[config.mk]
export PLATFORM = sky130hd
export DESIGN_NAME = fps_panel
export DESIGN_NICKNAME = d
export VERILOG_FILES = /design/src/common/fps_pkg.sv /design/src/hdl/fps_panel.sv
export SDC_FILE = /design/constraint.sdc
export NUM_CORES = 1
export LEC_CHECK = 0
export BUFFER_PORTS_ARGS = -buffer_cell sky130_fd_sc_hd__buf_2
export CORE_MARGIN = 2
export CORE_UTILIZATION = 60
export CTS_CLUSTER_SIZE = 12
export DETAILED_ROUTE_END_ITERATION = 16
export GPL_ROUTABILITY_DRIVEN = 0
export PLACE_DENSITY = 0.86
export SETUP_SLACK_MARGIN = 0.05
export SYNTH_ARGS = -nofsm -noshare
export SYNTH_HDL_FRONTEND = slang
export SYNTH_SLANG_ARGS = --single-unit
[constraint.sdc]
create_clock -name ref_clk_i -period 15.8 [get_ports ref_clk_i]
set_clock_uncertainty 0.15 [all_clocks]
set_input_delay 0.79 -clock ref_clk_i [delete_from_list [all_inputs] [get_ports ref_clk_i]]
set_output_delay 0.79 -clock ref_clk_i [all_outputs]
set_load 0.1 [all_outputs]
[src/common/fps_pkg.sv]
// shared constants and carrier types for the front-panel status logic
package fps_pkg;
    // timing constants
    localparam int CLK_HZ = 100_000_000;
    localparam int INIT_DELAY_MS = 100;
    localparam int INIT_CYCLES = CLK_HZ / 1000 * INIT_DELAY_MS;
    localparam int DEBOUNCE_MS = 10;
    localparam int DEBOUNCE_CYCLES = CLK_HZ / 1000 * DEBOUNCE_MS;
    localparam int BLINK_MS = 250;
    localparam int BLINK_CYCLES = CLK_HZ / 1000 * BLINK_MS;
    // default thresholds after reset
    localparam logic [15:0] SPEED_MATCH_RST = 16'h000a; // 10 rpm
    localparam logic [15:0] POS_DONE_RST = 16'h000a; // 10 pulses
    localparam logic [15:0] ROT_THR_RST = 16'h0014; // 20 rpm
    localparam logic [15:0] TORQ_THR_RST = 16'h000a; // 10 percent
    // key indices
    localparam int KEY_MODE = 0;
    localparam int KEY_UP = 1;
    localparam int KEY_DOWN = 2;
    localparam int KEY_AXIS = 3;
    localparam int KEY_LEFT = 4;
    localparam int NUM_KEYS = 5;
    // seven-segment patterns, bit order g..a, active high
    localparam logic [6:0] SEG_BLANK = 7'h00;
    localparam logic [6:0] SEG_CODE_OFF_0 = 7'h71; // F
    localparam logic [6:0] SEG_CODE_OFF_1 = 7'h5e; // d
    localparam logic [6:0] SEG_CODE_OFF_2 = 7'h6d; // S
    localparam logic [6:0] SEG_R = 7'h50;
    localparam logic [6:0] SEG_D = 7'h5e;
    localparam logic [6:0] SEG_Y = 7'h6e;
    localparam logic [6:0] SEG_U = 7'h1c;
    localparam logic [6:0] SEG_N = 7'h54;
    localparam logic [6:0] SEG_L = 7'h38;
    localparam logic [6:0] SEG_E = 7'h79;
    localparam logic [6:0] SEG_P = 7'h73;
    localparam logic [6:0] SEG_O = 7'h5c;
    localparam logic [6:0] SEG_T = 7'h78;
    localparam logic [6:0] SEG_A = 7'h77;
    localparam logic [6:0] SEG_ONE = 7'h06;
    // basic panel modes
    typedef enum logic [1:0] {FPS_STATE_DISP, FPS_PARAM_SET, FPS_UTILITY, FPS_MONITOR} fps_mode_t;
    // control mode of an axis
    typedef enum logic [1:0] {FPS_CTRL_SPEED, FPS_CTRL_TORQUE, FPS_CTRL_POS} fps_ctrl_t;
    // per-axis live status from the drive core
    typedef struct packed {
        logic [1:0] ctrl_mode;
        logic servo_on;
        logic ctrl_power_on;
        logic main_power_ok;
        logic init_failed;
        logic alarm;
        logic fwd_prohibit;
        logic rev_prohibit;
        logic ref_pulse_active;
        logic dev_clear_in;
        logic [15:0] motor_speed;
        logic [15:0] ref_speed;
        logic [15:0] torque_ref;
        logic [15:0] pos_error;
    } fps_axis_stat_t;
    // five display digits, leftmost first
    typedef struct packed {
        logic [6:0] d4;
        logic [6:0] d3;
        logic [6:0] d2;
        logic [6:0] d1;
        logic [6:0] d0;
    } fps_disp_t;
endpackage

[src/hdl/fps_panel.sv]
// front-panel keypad, status display and axis indicators for a two-axis drive
`timescale 1ns/1ns
module fps_panel #(
    parameter int DEBOUNCE_CYC = fps_pkg::DEBOUNCE_CYCLES,
    parameter int INIT_CYC = fps_pkg::INIT_CYCLES,
    parameter int BLINK_CYC = fps_pkg::BLINK_CYCLES
) (
    // clock, reset and enable
    input wire logic ref_clk_i,
    input wire logic arst_n_i,
    input wire logic clk_en_i,
    // raw keys: mode, up, down, axis, left
    input wire logic [fps_pkg::NUM_KEYS-1:0] key_raw_i,
    // menu depth from the menu core, high at the first level
    input wire logic first_level_i,
    // live status of axis A and B
    input wire fps_pkg::fps_axis_stat_t stat_a_i,
    input wire fps_pkg::fps_axis_stat_t stat_b_i,
    // thresholds
    input wire logic [15:0] speed_coincidence_threshold_i,
    input wire logic [15:0] positioning_done_threshold_i,
    input wire logic [15:0] rotation_threshold_i,
    input wire logic [15:0] torque_threshold_i,
    // panel state
    output fps_pkg::fps_mode_t mode_o,
    output logic axis_sel_o,
    output logic ready_o,
    output logic [15:0] set_value_o,
    // action pulses
    output logic alarm_clear_o,
    // display and indicators
    output fps_pkg::fps_disp_t disp_o,
    output logic led_a_o,
    output logic led_b_o
);
    // refuse counts the counters cannot serve; a zero would wrap the compare values
    generate
        if (DEBOUNCE_CYC < 1 || INIT_CYC < 1 || BLINK_CYC < 1)
        begin : g_bad_count
            $error("fps_panel: counts must be at least one");
        end
    endgenerate

    // reset synchroniser, second stage feeds the design
    logic rst_s1, rst_n;
    always_ff @(posedge ref_clk_i or negedge arst_n_i)
    begin
        if (!arst_n_i)
        begin
            rst_s1 <= 1'b0;
            rst_n <= 1'b0;
        end
        else
        begin
            rst_s1 <= 1'b1;
            rst_n <= rst_s1;
        end
    end

    // debounce every key; a press pulse fires once per stable rise
    wire [fps_pkg::NUM_KEYS-1:0] key_press;
    genvar k;
    generate
        for (k = 0; k < fps_pkg::NUM_KEYS; k++)
        begin : g_key
            logic stable, raw_q;
            logic [31:0] cnt;
            always_ff @(posedge ref_clk_i or negedge rst_n)
            begin
                if (!rst_n)
                begin
                    stable <= 1'b0;
                    raw_q <= 1'b0;
                    cnt <= '0;
                end
                else if (clk_en_i)
                begin
                    raw_q <= key_raw_i[k];
                    if (raw_q == stable)
                        cnt <= '0;
                    else if (cnt >= 32'(DEBOUNCE_CYC - 1))
                    begin
                        stable <= raw_q;
                        cnt <= '0;
                    end
                    else
                        cnt <= cnt + 32'h1;
                end
            end
            // press only on accepted rising edge
            assign key_press[k] = clk_en_i && raw_q && !stable && (cnt >= 32'(DEBOUNCE_CYC - 1));
        end
    endgenerate

    // power-on delay: keys ignored and display blank until done
    logic [31:0] init_cnt;
    always_ff @(posedge ref_clk_i or negedge rst_n)
    begin
        if (!rst_n)
        begin
            init_cnt <= '0;
            ready_o <= 1'b0;
        end
        else if (clk_en_i && !ready_o)
        begin
            init_cnt <= init_cnt + 32'h1;
            if (init_cnt >= 32'(INIT_CYC - 1))
                ready_o <= 1'b1;
        end
    end

    // selected axis status
    fps_pkg::fps_axis_stat_t st;
    assign st = axis_sel_o ? stat_b_i : stat_a_i;

    wire in_alarm = st.alarm;
    wire axis_ok = ready_o && first_level_i;
    wire up_ev = ready_o && key_press[fps_pkg::KEY_UP];
    wire dn_ev = ready_o && key_press[fps_pkg::KEY_DOWN];

    // mode, axis and set value
    always_ff @(posedge ref_clk_i or negedge rst_n)
    begin
        if (!rst_n)
        begin
            mode_o <= fps_pkg::FPS_STATE_DISP;
            axis_sel_o <= 1'b0;
            set_value_o <= '0;
            alarm_clear_o <= 1'b0;
        end
        else if (clk_en_i)
        begin
            alarm_clear_o <= 1'b0;
            if (ready_o && key_press[fps_pkg::KEY_MODE])
                mode_o <= fps_pkg::fps_mode_t'(mode_o + 2'h1);
            if (axis_ok && key_press[fps_pkg::KEY_AXIS])
                axis_sel_o <= !axis_sel_o;
            if (up_ev && !dn_ev)
                set_value_o <= set_value_o + 16'h1;
            else if (dn_ev && !up_ev)
                set_value_o <= set_value_o - 16'h1;
            if (ready_o && in_alarm && mode_o == fps_pkg::FPS_STATE_DISP && key_press[fps_pkg::KEY_LEFT])
                alarm_clear_o <= 1'b1;
        end
    end

    // absolute difference and control mode helpers
    wire [15:0] spd_gap = (st.motor_speed > st.ref_speed) ? st.motor_speed - st.ref_speed
                                                          : st.ref_speed - st.motor_speed;
    wire is_pos = st.ctrl_mode == fps_pkg::FPS_CTRL_POS;
    wire is_torq = st.ctrl_mode == fps_pkg::FPS_CTRL_TORQUE;

    // status segments a..g; a, d and e follow the control mode
    wire [6:0] bits;
    assign bits[0] = is_pos ? (st.pos_error < positioning_done_threshold_i)
                            : (is_torq || spd_gap <= speed_coincidence_threshold_i);
    assign bits[1] = !st.servo_on;
    assign bits[2] = st.ctrl_power_on;
    assign bits[3] = is_pos ? st.ref_pulse_active
                            : (st.ref_speed > rotation_threshold_i);
    assign bits[4] = is_pos ? st.dev_clear_in
                            : (st.torque_ref > torque_threshold_i);
    assign bits[5] = st.main_power_ok;
    assign bits[6] = st.motor_speed > rotation_threshold_i;

    // code field selection, alarm has highest priority
    logic [20:0] code;
    assign code = st.alarm ? {fps_pkg::SEG_BLANK, fps_pkg::SEG_A, fps_pkg::SEG_L}
                : st.init_failed ? {fps_pkg::SEG_R, fps_pkg::SEG_D, fps_pkg::SEG_Y}
                : (st.fwd_prohibit && st.rev_prohibit) ? {fps_pkg::SEG_L, fps_pkg::SEG_O, fps_pkg::SEG_T}
                : st.fwd_prohibit ? {fps_pkg::SEG_P, fps_pkg::SEG_O, fps_pkg::SEG_T}
                : st.rev_prohibit ? {fps_pkg::SEG_N, fps_pkg::SEG_O, fps_pkg::SEG_T}
                : st.servo_on ? {fps_pkg::SEG_R, fps_pkg::SEG_U, fps_pkg::SEG_N}
                : {fps_pkg::SEG_CODE_OFF_0, fps_pkg::SEG_CODE_OFF_1, fps_pkg::SEG_CODE_OFF_2};

    // second digit names the axis; in state display the leftmost carries bits and the last three the code, other modes show the mode in the last
    fps_pkg::fps_disp_t next_disp;
    assign next_disp = !ready_o ? '0
                     : (mode_o == fps_pkg::FPS_STATE_DISP)
                       ? {bits, (axis_sel_o ? fps_pkg::SEG_D : fps_pkg::SEG_A), code}
                       : {fps_pkg::SEG_BLANK, (axis_sel_o ? fps_pkg::SEG_D : fps_pkg::SEG_A),
                          fps_pkg::SEG_BLANK, fps_pkg::SEG_BLANK, {5'h00, mode_o}};

    // blink divider
    logic [31:0] blink_cnt;
    logic blink;
    always_ff @(posedge ref_clk_i or negedge rst_n)
    begin
        if (!rst_n)
        begin
            blink_cnt <= '0;
            blink <= 1'b0;
        end
        else if (clk_en_i)
        begin
            if (blink_cnt >= 32'(BLINK_CYC - 1))
            begin
                blink_cnt <= '0;
                blink <= !blink;
            end
            else
                blink_cnt <= blink_cnt + 32'h1;
        end
    end

    // indicator levels per axis
    wire next_led_a = !axis_sel_o ? 1'b1 : (stat_a_i.alarm & blink);
    wire next_led_b = axis_sel_o ? 1'b1 : (stat_b_i.alarm & blink);

    // registered display and indicators
    always_ff @(posedge ref_clk_i or negedge rst_n)
    begin
        if (!rst_n)
        begin
            disp_o <= '0;
            led_a_o <= 1'b0;
            led_b_o <= 1'b0;
        end
        else if (clk_en_i)
        begin
            disp_o <= next_disp;
            led_a_o <= ready_o & next_led_a;
            led_b_o <= ready_o & next_led_b;
        end
    end

    // checks
    mode_step_a: assert property (@(posedge ref_clk_i) disable iff (!rst_n)
        (ready_o && key_press[fps_pkg::KEY_MODE]) |=> mode_o == fps_pkg::fps_mode_t'($past(mode_o) + 2'h1))
        else $error("mode did not advance");
    axis_lock_a: assert property (@(posedge ref_clk_i) disable iff (!rst_n)
        !first_level_i |=> $stable(axis_sel_o))
        else $error("axis changed outside first level");
    up_step_a: assert property (@(posedge ref_clk_i) disable iff (!rst_n)
        (up_ev && !dn_ev) |=> set_value_o == $past(set_value_o) + 16'h1)
        else $error("up did not increment");
    down_step_a: assert property (@(posedge ref_clk_i) disable iff (!rst_n)
        (dn_ev && !up_ev) |=> set_value_o == $past(set_value_o) - 16'h1)
        else $error("down did not decrement");
    led_sel_a: assert property (@(posedge ref_clk_i) disable iff (!rst_n)
        (clk_en_i && ready_o && !axis_sel_o) |=> led_a_o)
        else $error("selected axis indicator dark");
    led_off_a: assert property (@(posedge ref_clk_i) disable iff (!rst_n)
        (clk_en_i && axis_sel_o && !stat_a_i.alarm) |=> !led_a_o)
        else $error("idle axis indicator lit");
    servo_seg_a: assert property (@(posedge ref_clk_i) disable iff (!rst_n)
        (clk_en_i && ready_o && mode_o == fps_pkg::FPS_STATE_DISP) |=> disp_o.d4[1] == !$past(st.servo_on))
        else $error("servo off segment wrong");
    // only the rising edge counts: a frozen enable may hold the pulse high
    clear_req_a: assert property (@(posedge ref_clk_i) disable iff (!rst_n)
        $rose(alarm_clear_o) |-> $past(in_alarm) && $past(key_press[fps_pkg::KEY_LEFT])
            && $past(mode_o) == fps_pkg::FPS_STATE_DISP)
        else $error("alarm clear without cause");
    led_b_sel_a: assert property (@(posedge ref_clk_i) disable iff (!rst_n)
        (clk_en_i && ready_o && axis_sel_o) |=> led_b_o)
        else $error("selected axis b indicator dark");
    led_b_off_a: assert property (@(posedge ref_clk_i) disable iff (!rst_n)
        (clk_en_i && !axis_sel_o && !stat_b_i.alarm) |=> !led_b_o)
        else $error("idle axis b indicator lit");
    // an alarmed idle axis follows the slow blink phase
    led_blink_a: assert property (@(posedge ref_clk_i) disable iff (!rst_n)
        (clk_en_i && ready_o && axis_sel_o && stat_a_i.alarm) |=> led_a_o == $past(blink))
        else $error("alarmed idle indicator not blinking");
    blink_rate_a: assert property (@(posedge ref_clk_i) disable iff (!rst_n)
        (clk_en_i && blink_cnt == 32'(BLINK_CYC - 1)) |=> blink != $past(blink))
        else $error("blink phase did not toggle");
    blink_bound_a: assert property (@(posedge ref_clk_i) disable iff (!rst_n)
        blink_cnt < 32'(BLINK_CYC))
        else $error("blink divider out of range");
    // nothing shows before the power-on delay ends
    init_blank_a: assert property (@(posedge ref_clk_i) disable iff (!rst_n)
        !ready_o |-> disp_o == '0 && !led_a_o && !led_b_o)
        else $error("display lit before ready");
    ready_hold_a: assert property (@(posedge ref_clk_i) disable iff (!rst_n)
        ready_o |=> ready_o)
        else $error("ready dropped");
    // one press pulse per accepted rise, never two cycles running
    key_once_a: assert property (@(posedge ref_clk_i) disable iff (!rst_n)
        (key_press != '0) |=> (key_press & $past(key_press)) == '0)
        else $error("key press repeated");
    key_held_a: assert property (@(posedge ref_clk_i) disable iff (!rst_n)
        (key_press[fps_pkg::KEY_MODE] && $past(clk_en_i)) |-> $past(key_raw_i[fps_pkg::KEY_MODE]))
        else $error("press without held key");
    seg_power_a: assert property (@(posedge ref_clk_i) disable iff (!rst_n)
        (clk_en_i && ready_o && mode_o == fps_pkg::FPS_STATE_DISP) |=> disp_o.d4[2] == $past(st.ctrl_power_on))
        else $error("control power segment wrong");
    seg_rot_a: assert property (@(posedge ref_clk_i) disable iff (!rst_n)
        (clk_en_i && ready_o && mode_o == fps_pkg::FPS_STATE_DISP)
            |=> disp_o.d4[6] == ($past(st.motor_speed) > $past(rotation_threshold_i)))
        else $error("rotation segment wrong");
    seg_torq_a: assert property (@(posedge ref_clk_i) disable iff (!rst_n)
        (clk_en_i && ready_o && mode_o == fps_pkg::FPS_STATE_DISP && is_torq) |=> disp_o.d4[0])
        else $error("torque coincidence segment dark");
endmodule

==> metrics list <==
- Counting tap cells, the placed design contains a total of 2,536 instances.
- Endpoints failing setup: 0
* Die extent in y: 177 um
- In the detailed route, the total length drawn on met2 is 22,700 um.
- Maximum clock rate: 171 MHz
- Leading cell types in the layout, fill and taps excluded: 283 x sky130_fd_sc_hd__dfrtp_1, 279 x sky130_fd_sc_hd__buf_2, 150 x sky130_fd_sc_hd__o21ai_0, 135 x sky130_fd_sc_hd__nand2_1
- Counting cells, the worst reg-to-reg path comes to 20.
* Post-Synthesis Net Count: 2,294
* Longest Clk Path Bufs: 3
- After detailed routing, no signal wire sits above met4.
* TritonCTS buffer count: 30
- Cell type with the highest aggregate area in the netlist: sky130_fd_sc_hd__dfrtp_1
- STA classifies the critical path startpoint as a register.
* Final Cell Area: 20,600 sq um
- Worst setup margin: 9.96 ns
* Number of cells upsized or downsized after cts: 0
* Kind of cell adding the most delay to the critical path: simple AND/OR/NAND/NOR gates
- The average instance in the mapped netlist occupies 9.29 sq um.
- Max-cap violations in this run came to 0.
- Buffers added to address setup during post-CTS repair amount to 0.
* Sum of met3 wire segment lengths after detailed routing: 3580 um
- The initial utilization of the core area, before any placement, comes to 60.8%.
* Buffers on Ports: 280
- Share of the cycle needed by the critical path after routing: 37.0%
* Overall global routing resource usage: 29.9%
- Pin count of the biggest net entering global routing: 93
* # IOs: 281
* Number of buffer and inverter instances along the worst setup path: 3
- Required time of the worst setup path: 16.04 ns
* Startpoint of the worst-slack reg-to-reg timing path: axis_sel_o
- The first global-routing pass estimated 75,800 um of wire.
- Most frequent standard cell in the layout excluding fill and tap cells: sky130_fd_sc_hd__dfrtp_1
- The flow ran to the end, and the final reports show no timing, DRC or antenna violations.
* Remaining number of nets flagged by the antenna check after routing: 0
- Post-synthesis cell type count: 71
* CTS clock-pin slew for the worst setup and hold paths: 0.06 ns
- The worst setup path is of the register to register kind.
* Via/cell ratio: 6.11
* Standby leakage power: 10.3 nW
- Wires add up to 47,700 um.
- Tightest slew margin relative to the limit: 21.2%
- The final-report hold violation count came to 0.
- Across all layers, the routed design uses 15,854 vias.
* Total of flip-flops plus latches after synthesis: 285
* Detailed placer's ending HPWL: 35,300 um
- OpenSTA, run right after detailed placement, puts the worst setup slack at 10.19 ns.
- Total power per unit cell area: 88.3 nW/um^2
- Total count of max-transition violations in the final report: 0
* Placed cell area: 19,600 sq um
* Power, Total: 1.81 mW
- Skew-Pair Late Insertion Delay: 0.55 ns
- For this design, the slowest cell found on the critical path is sky130_fd_sc_hd__buf_4.
* Area of the mapped netlist: 18,000 sq um
* Number of antenna violations at the first check in global routing: 7
- In the final routed layout, each cell accounts on average for 18.4 um.
- H-tree lvl count: 1
- The endpoint identified for the worst register-to-register timing path is disp_o[28].
* Residual DRC count: 0
* Standard-cell row count: 63
- Synthesis produced a netlist whose cell count is 1,935.
- The area growth from synthesis to layout is 14.3%.
* Maximum cell stage delay along the critical path: 0.84 ns
* Final cell count without fillers: 2,594
* Clock tree sinks: 285
- After clock tree synthesis, the flow added hold-fix buffers numbering 1.
- Ranked by total cell area, the synthesized netlist is headed by sky130_fd_sc_hd__dfrtp_1 40%, sky130_fd_sc_hd__ha_1 9.3%, sky130_fd_sc_hd__o21ai_0 4.2%.
- The smallest clock period supported by the final layout is computed as 5.84 ns.
* Actual slew at the worst max-slew pin: 1.18 ns
* Summed negative setup slack over all endpoints: 0 ns
* Setup slack of the most critical reg-to-reg path: 9.96 ns
- Category of the worst setup path capture point: register
- Layout cell share with drive strength beyond 1: 18.2%
- Yosys warning total: 0
- In this run, synthesis inferred 0 flip-flops with an integrated enable.
* Die width: 177 um
- The worst hold path belongs to the class register to asynchronous set/reset pin.
- Data arrives at the worst endpoint at 6.08 ns.
- Area share of the largest cell type after synthesis: 39.7%
- After synthesis, the share of flip-flops with an asynchronous set or reset is 100%.
- After global routing the overflow that remains totals 0.
- Detailed-routing wirelength on met1: 18,700 um
- Sequential share of the synthesized area: 39.7%
* Maximum resistive drop on vdd: 81.2 uV
- Traced cell by cell, the critical path runs through buf_4 -> mux2i_1 -> inv_1 -> ha_1 -> nand3_1 -> or3_1 -> nor4_1 -> a21oi_1 -> buf_4 -> mux2i_1 -> a21oi_1 -> xnor2_1 -> ha_1 -> nand4_1 -> nor3_1 -> nand2_1 -> o21bai_1 -> o2111ai_1 -> o2111a_1 -> a31oi_1.
- The pre-antenna-repair detailed-routing pass consisted of 6 iterations.
- The root buffer cell chosen for the clock tree is sky130_fd_sc_hd__clkbuf_16.
- Setup repair after global routing left no endpoint under its margin.
- The die covers 31,400 sq um.
- Initial DRC count: 1,186
- Clock tree from TritonCTS: built
- The core region is 29,600 sq um.
- For this run, the leading register cell type out of synthesis is sky130_fd_sc_hd__dfrtp_1.
- Crit Path Max Fanout: 80
- The final layout contains 2,538 nets.
- The via count of the first global-routing pass came to 15,439.
## kinds of logic after synthesis
group | count (synthesis) | share of synthesized area [%]
AND/OR/NAND/NOR | 625 | 18.0
other | 1 | 0.0209
multiplexers | 105 | 6.21
adder cells (fa/ha/maj) | 136 | 9.59
AO/OA/AOI/OAI | 482 | 17.5
XOR/XNOR | 88 | 4.29
buffers and inverters | 213 | 4.76
flip-flops | 285 | 39.7
## registers in the layout (all words and copies together), names as in the netlist, 2 cells and up
register and flops:
g_key.cnt 160, blink_cnt 32, mode_o 2, g_key.raw_q 5, g_key.stable 5, init_cnt 32, disp_o 25, set_value_o 16
## worst max-delay path by stage
| stage | start | end | cells past startpoint |
|---|---|---|---|
| 2_1_floorplan | rst_n | alarm_clear_o | 0 |
| 3_3_place_gp | axis_sel_o | disp_o[28] | 21 |
| 3_5_place_dp | axis_sel_o | disp_o[28] | 20 |
| 4_1_cts | axis_sel_o | disp_o[28] | 21 |
| 5_1_grt | axis_sel_o | disp_o[28] | 20 |
| 6_report | axis_sel_o | disp_o[28] | 20 |
## metrics by stage
stage / util (%) / hold WS (ns)
final: 69.5 / 0.199
after global routing: 69.5 / 0.206
after CTS: 69.4 / 0.199
after detailed placement: 66.3 / 0.186
after global placement: 66.3 / 0.188
after floorplan: - / 0.181
## synth_stat cells (10+ instances only)
| master | number |
|---|---|
| sky130_fd_sc_hd__o2bb2ai_1 | 12 |
| sky130_fd_sc_hd__mux2_2 | 52 |
| sky130_fd_sc_hd__a31oi_1 | 34 |
| sky130_fd_sc_hd__mux2i_1 | 53 |
| sky130_fd_sc_hd__o31ai_1 | 11 |
| sky130_fd_sc_hd__xor2_1 | 46 |
| sky130_fd_sc_hd__xnor2_1 | 42 |
| sky130_fd_sc_hd__a21o_1 | 51 |
| sky130_fd_sc_hd__buf_4 | 10 |
| sky130_fd_sc_hd__a21oi_1 | 95 |
| sky130_fd_sc_hd__dfrtp_1 | 285 |
| sky130_fd_sc_hd__or3_1 | 10 |
| sky130_fd_sc_hd__nor3_1 | 28 |
| sky130_fd_sc_hd__clkbuf_1 | 53 |
| sky130_fd_sc_hd__nor4_1 | 37 |
| sky130_fd_sc_hd__o21bai_1 | 12 |
| sky130_fd_sc_hd__and4_1 | 14 |
| sky130_fd_sc_hd__nand2_1 | 135 |
| sky130_fd_sc_hd__ha_1 | 133 |
| sky130_fd_sc_hd__nand2b_1 | 10 |
| sky130_fd_sc_hd__and3_1 | 48 |
| sky130_fd_sc_hd__a22o_1 | 40 |
| sky130_fd_sc_hd__nor2b_1 | 91 |
| sky130_fd_sc_hd__a211oi_1 | 14 |
| sky130_fd_sc_hd__buf_1 | 11 |
| sky130_fd_sc_hd__nand3_1 | 66 |
| sky130_fd_sc_hd__inv_1 | 133 |
| sky130_fd_sc_hd__o21ai_0 | 150 |
| sky130_fd_sc_hd__nand4_1 | 42 |
| sky130_fd_sc_hd__nor2_1 | 113 |
| sky130_fd_sc_hd__o21a_1 | 11 |
## routing by layer
layer	vias to the layer above	global-route usage (%)
met5	-	0
met4	0	15.7
met3	156	5.09
met2	635	49.4
met1	7615	37.5
li1	7448	-
## report_power, final
group | leakage, nW | total (mW) | switching, mW | internal [mW]
combinational | 5.95 | 0.348 | 0.223 | 0.125
sequential | 3.90 | 0.802 | 0.0400 | 0.762
clock | 0.449 | 0.664 | 0.282 | 0.382
total | 10.3 | 1.81 | 0.545 | 1.27
## cell type report
type,instances,area (sq um)
Timing Repair Buffer,291,1490
Multi-Input combinational cell,1437,10000
Tap cell,390,488
Fill cell,2226,9010
Clock buffer,43,881
Inverter,134,503
Clock inverter,5,31.3
Antenna cell,9,22.5
Sequential cell,285,7140
(Power assumes the default switching activity.)
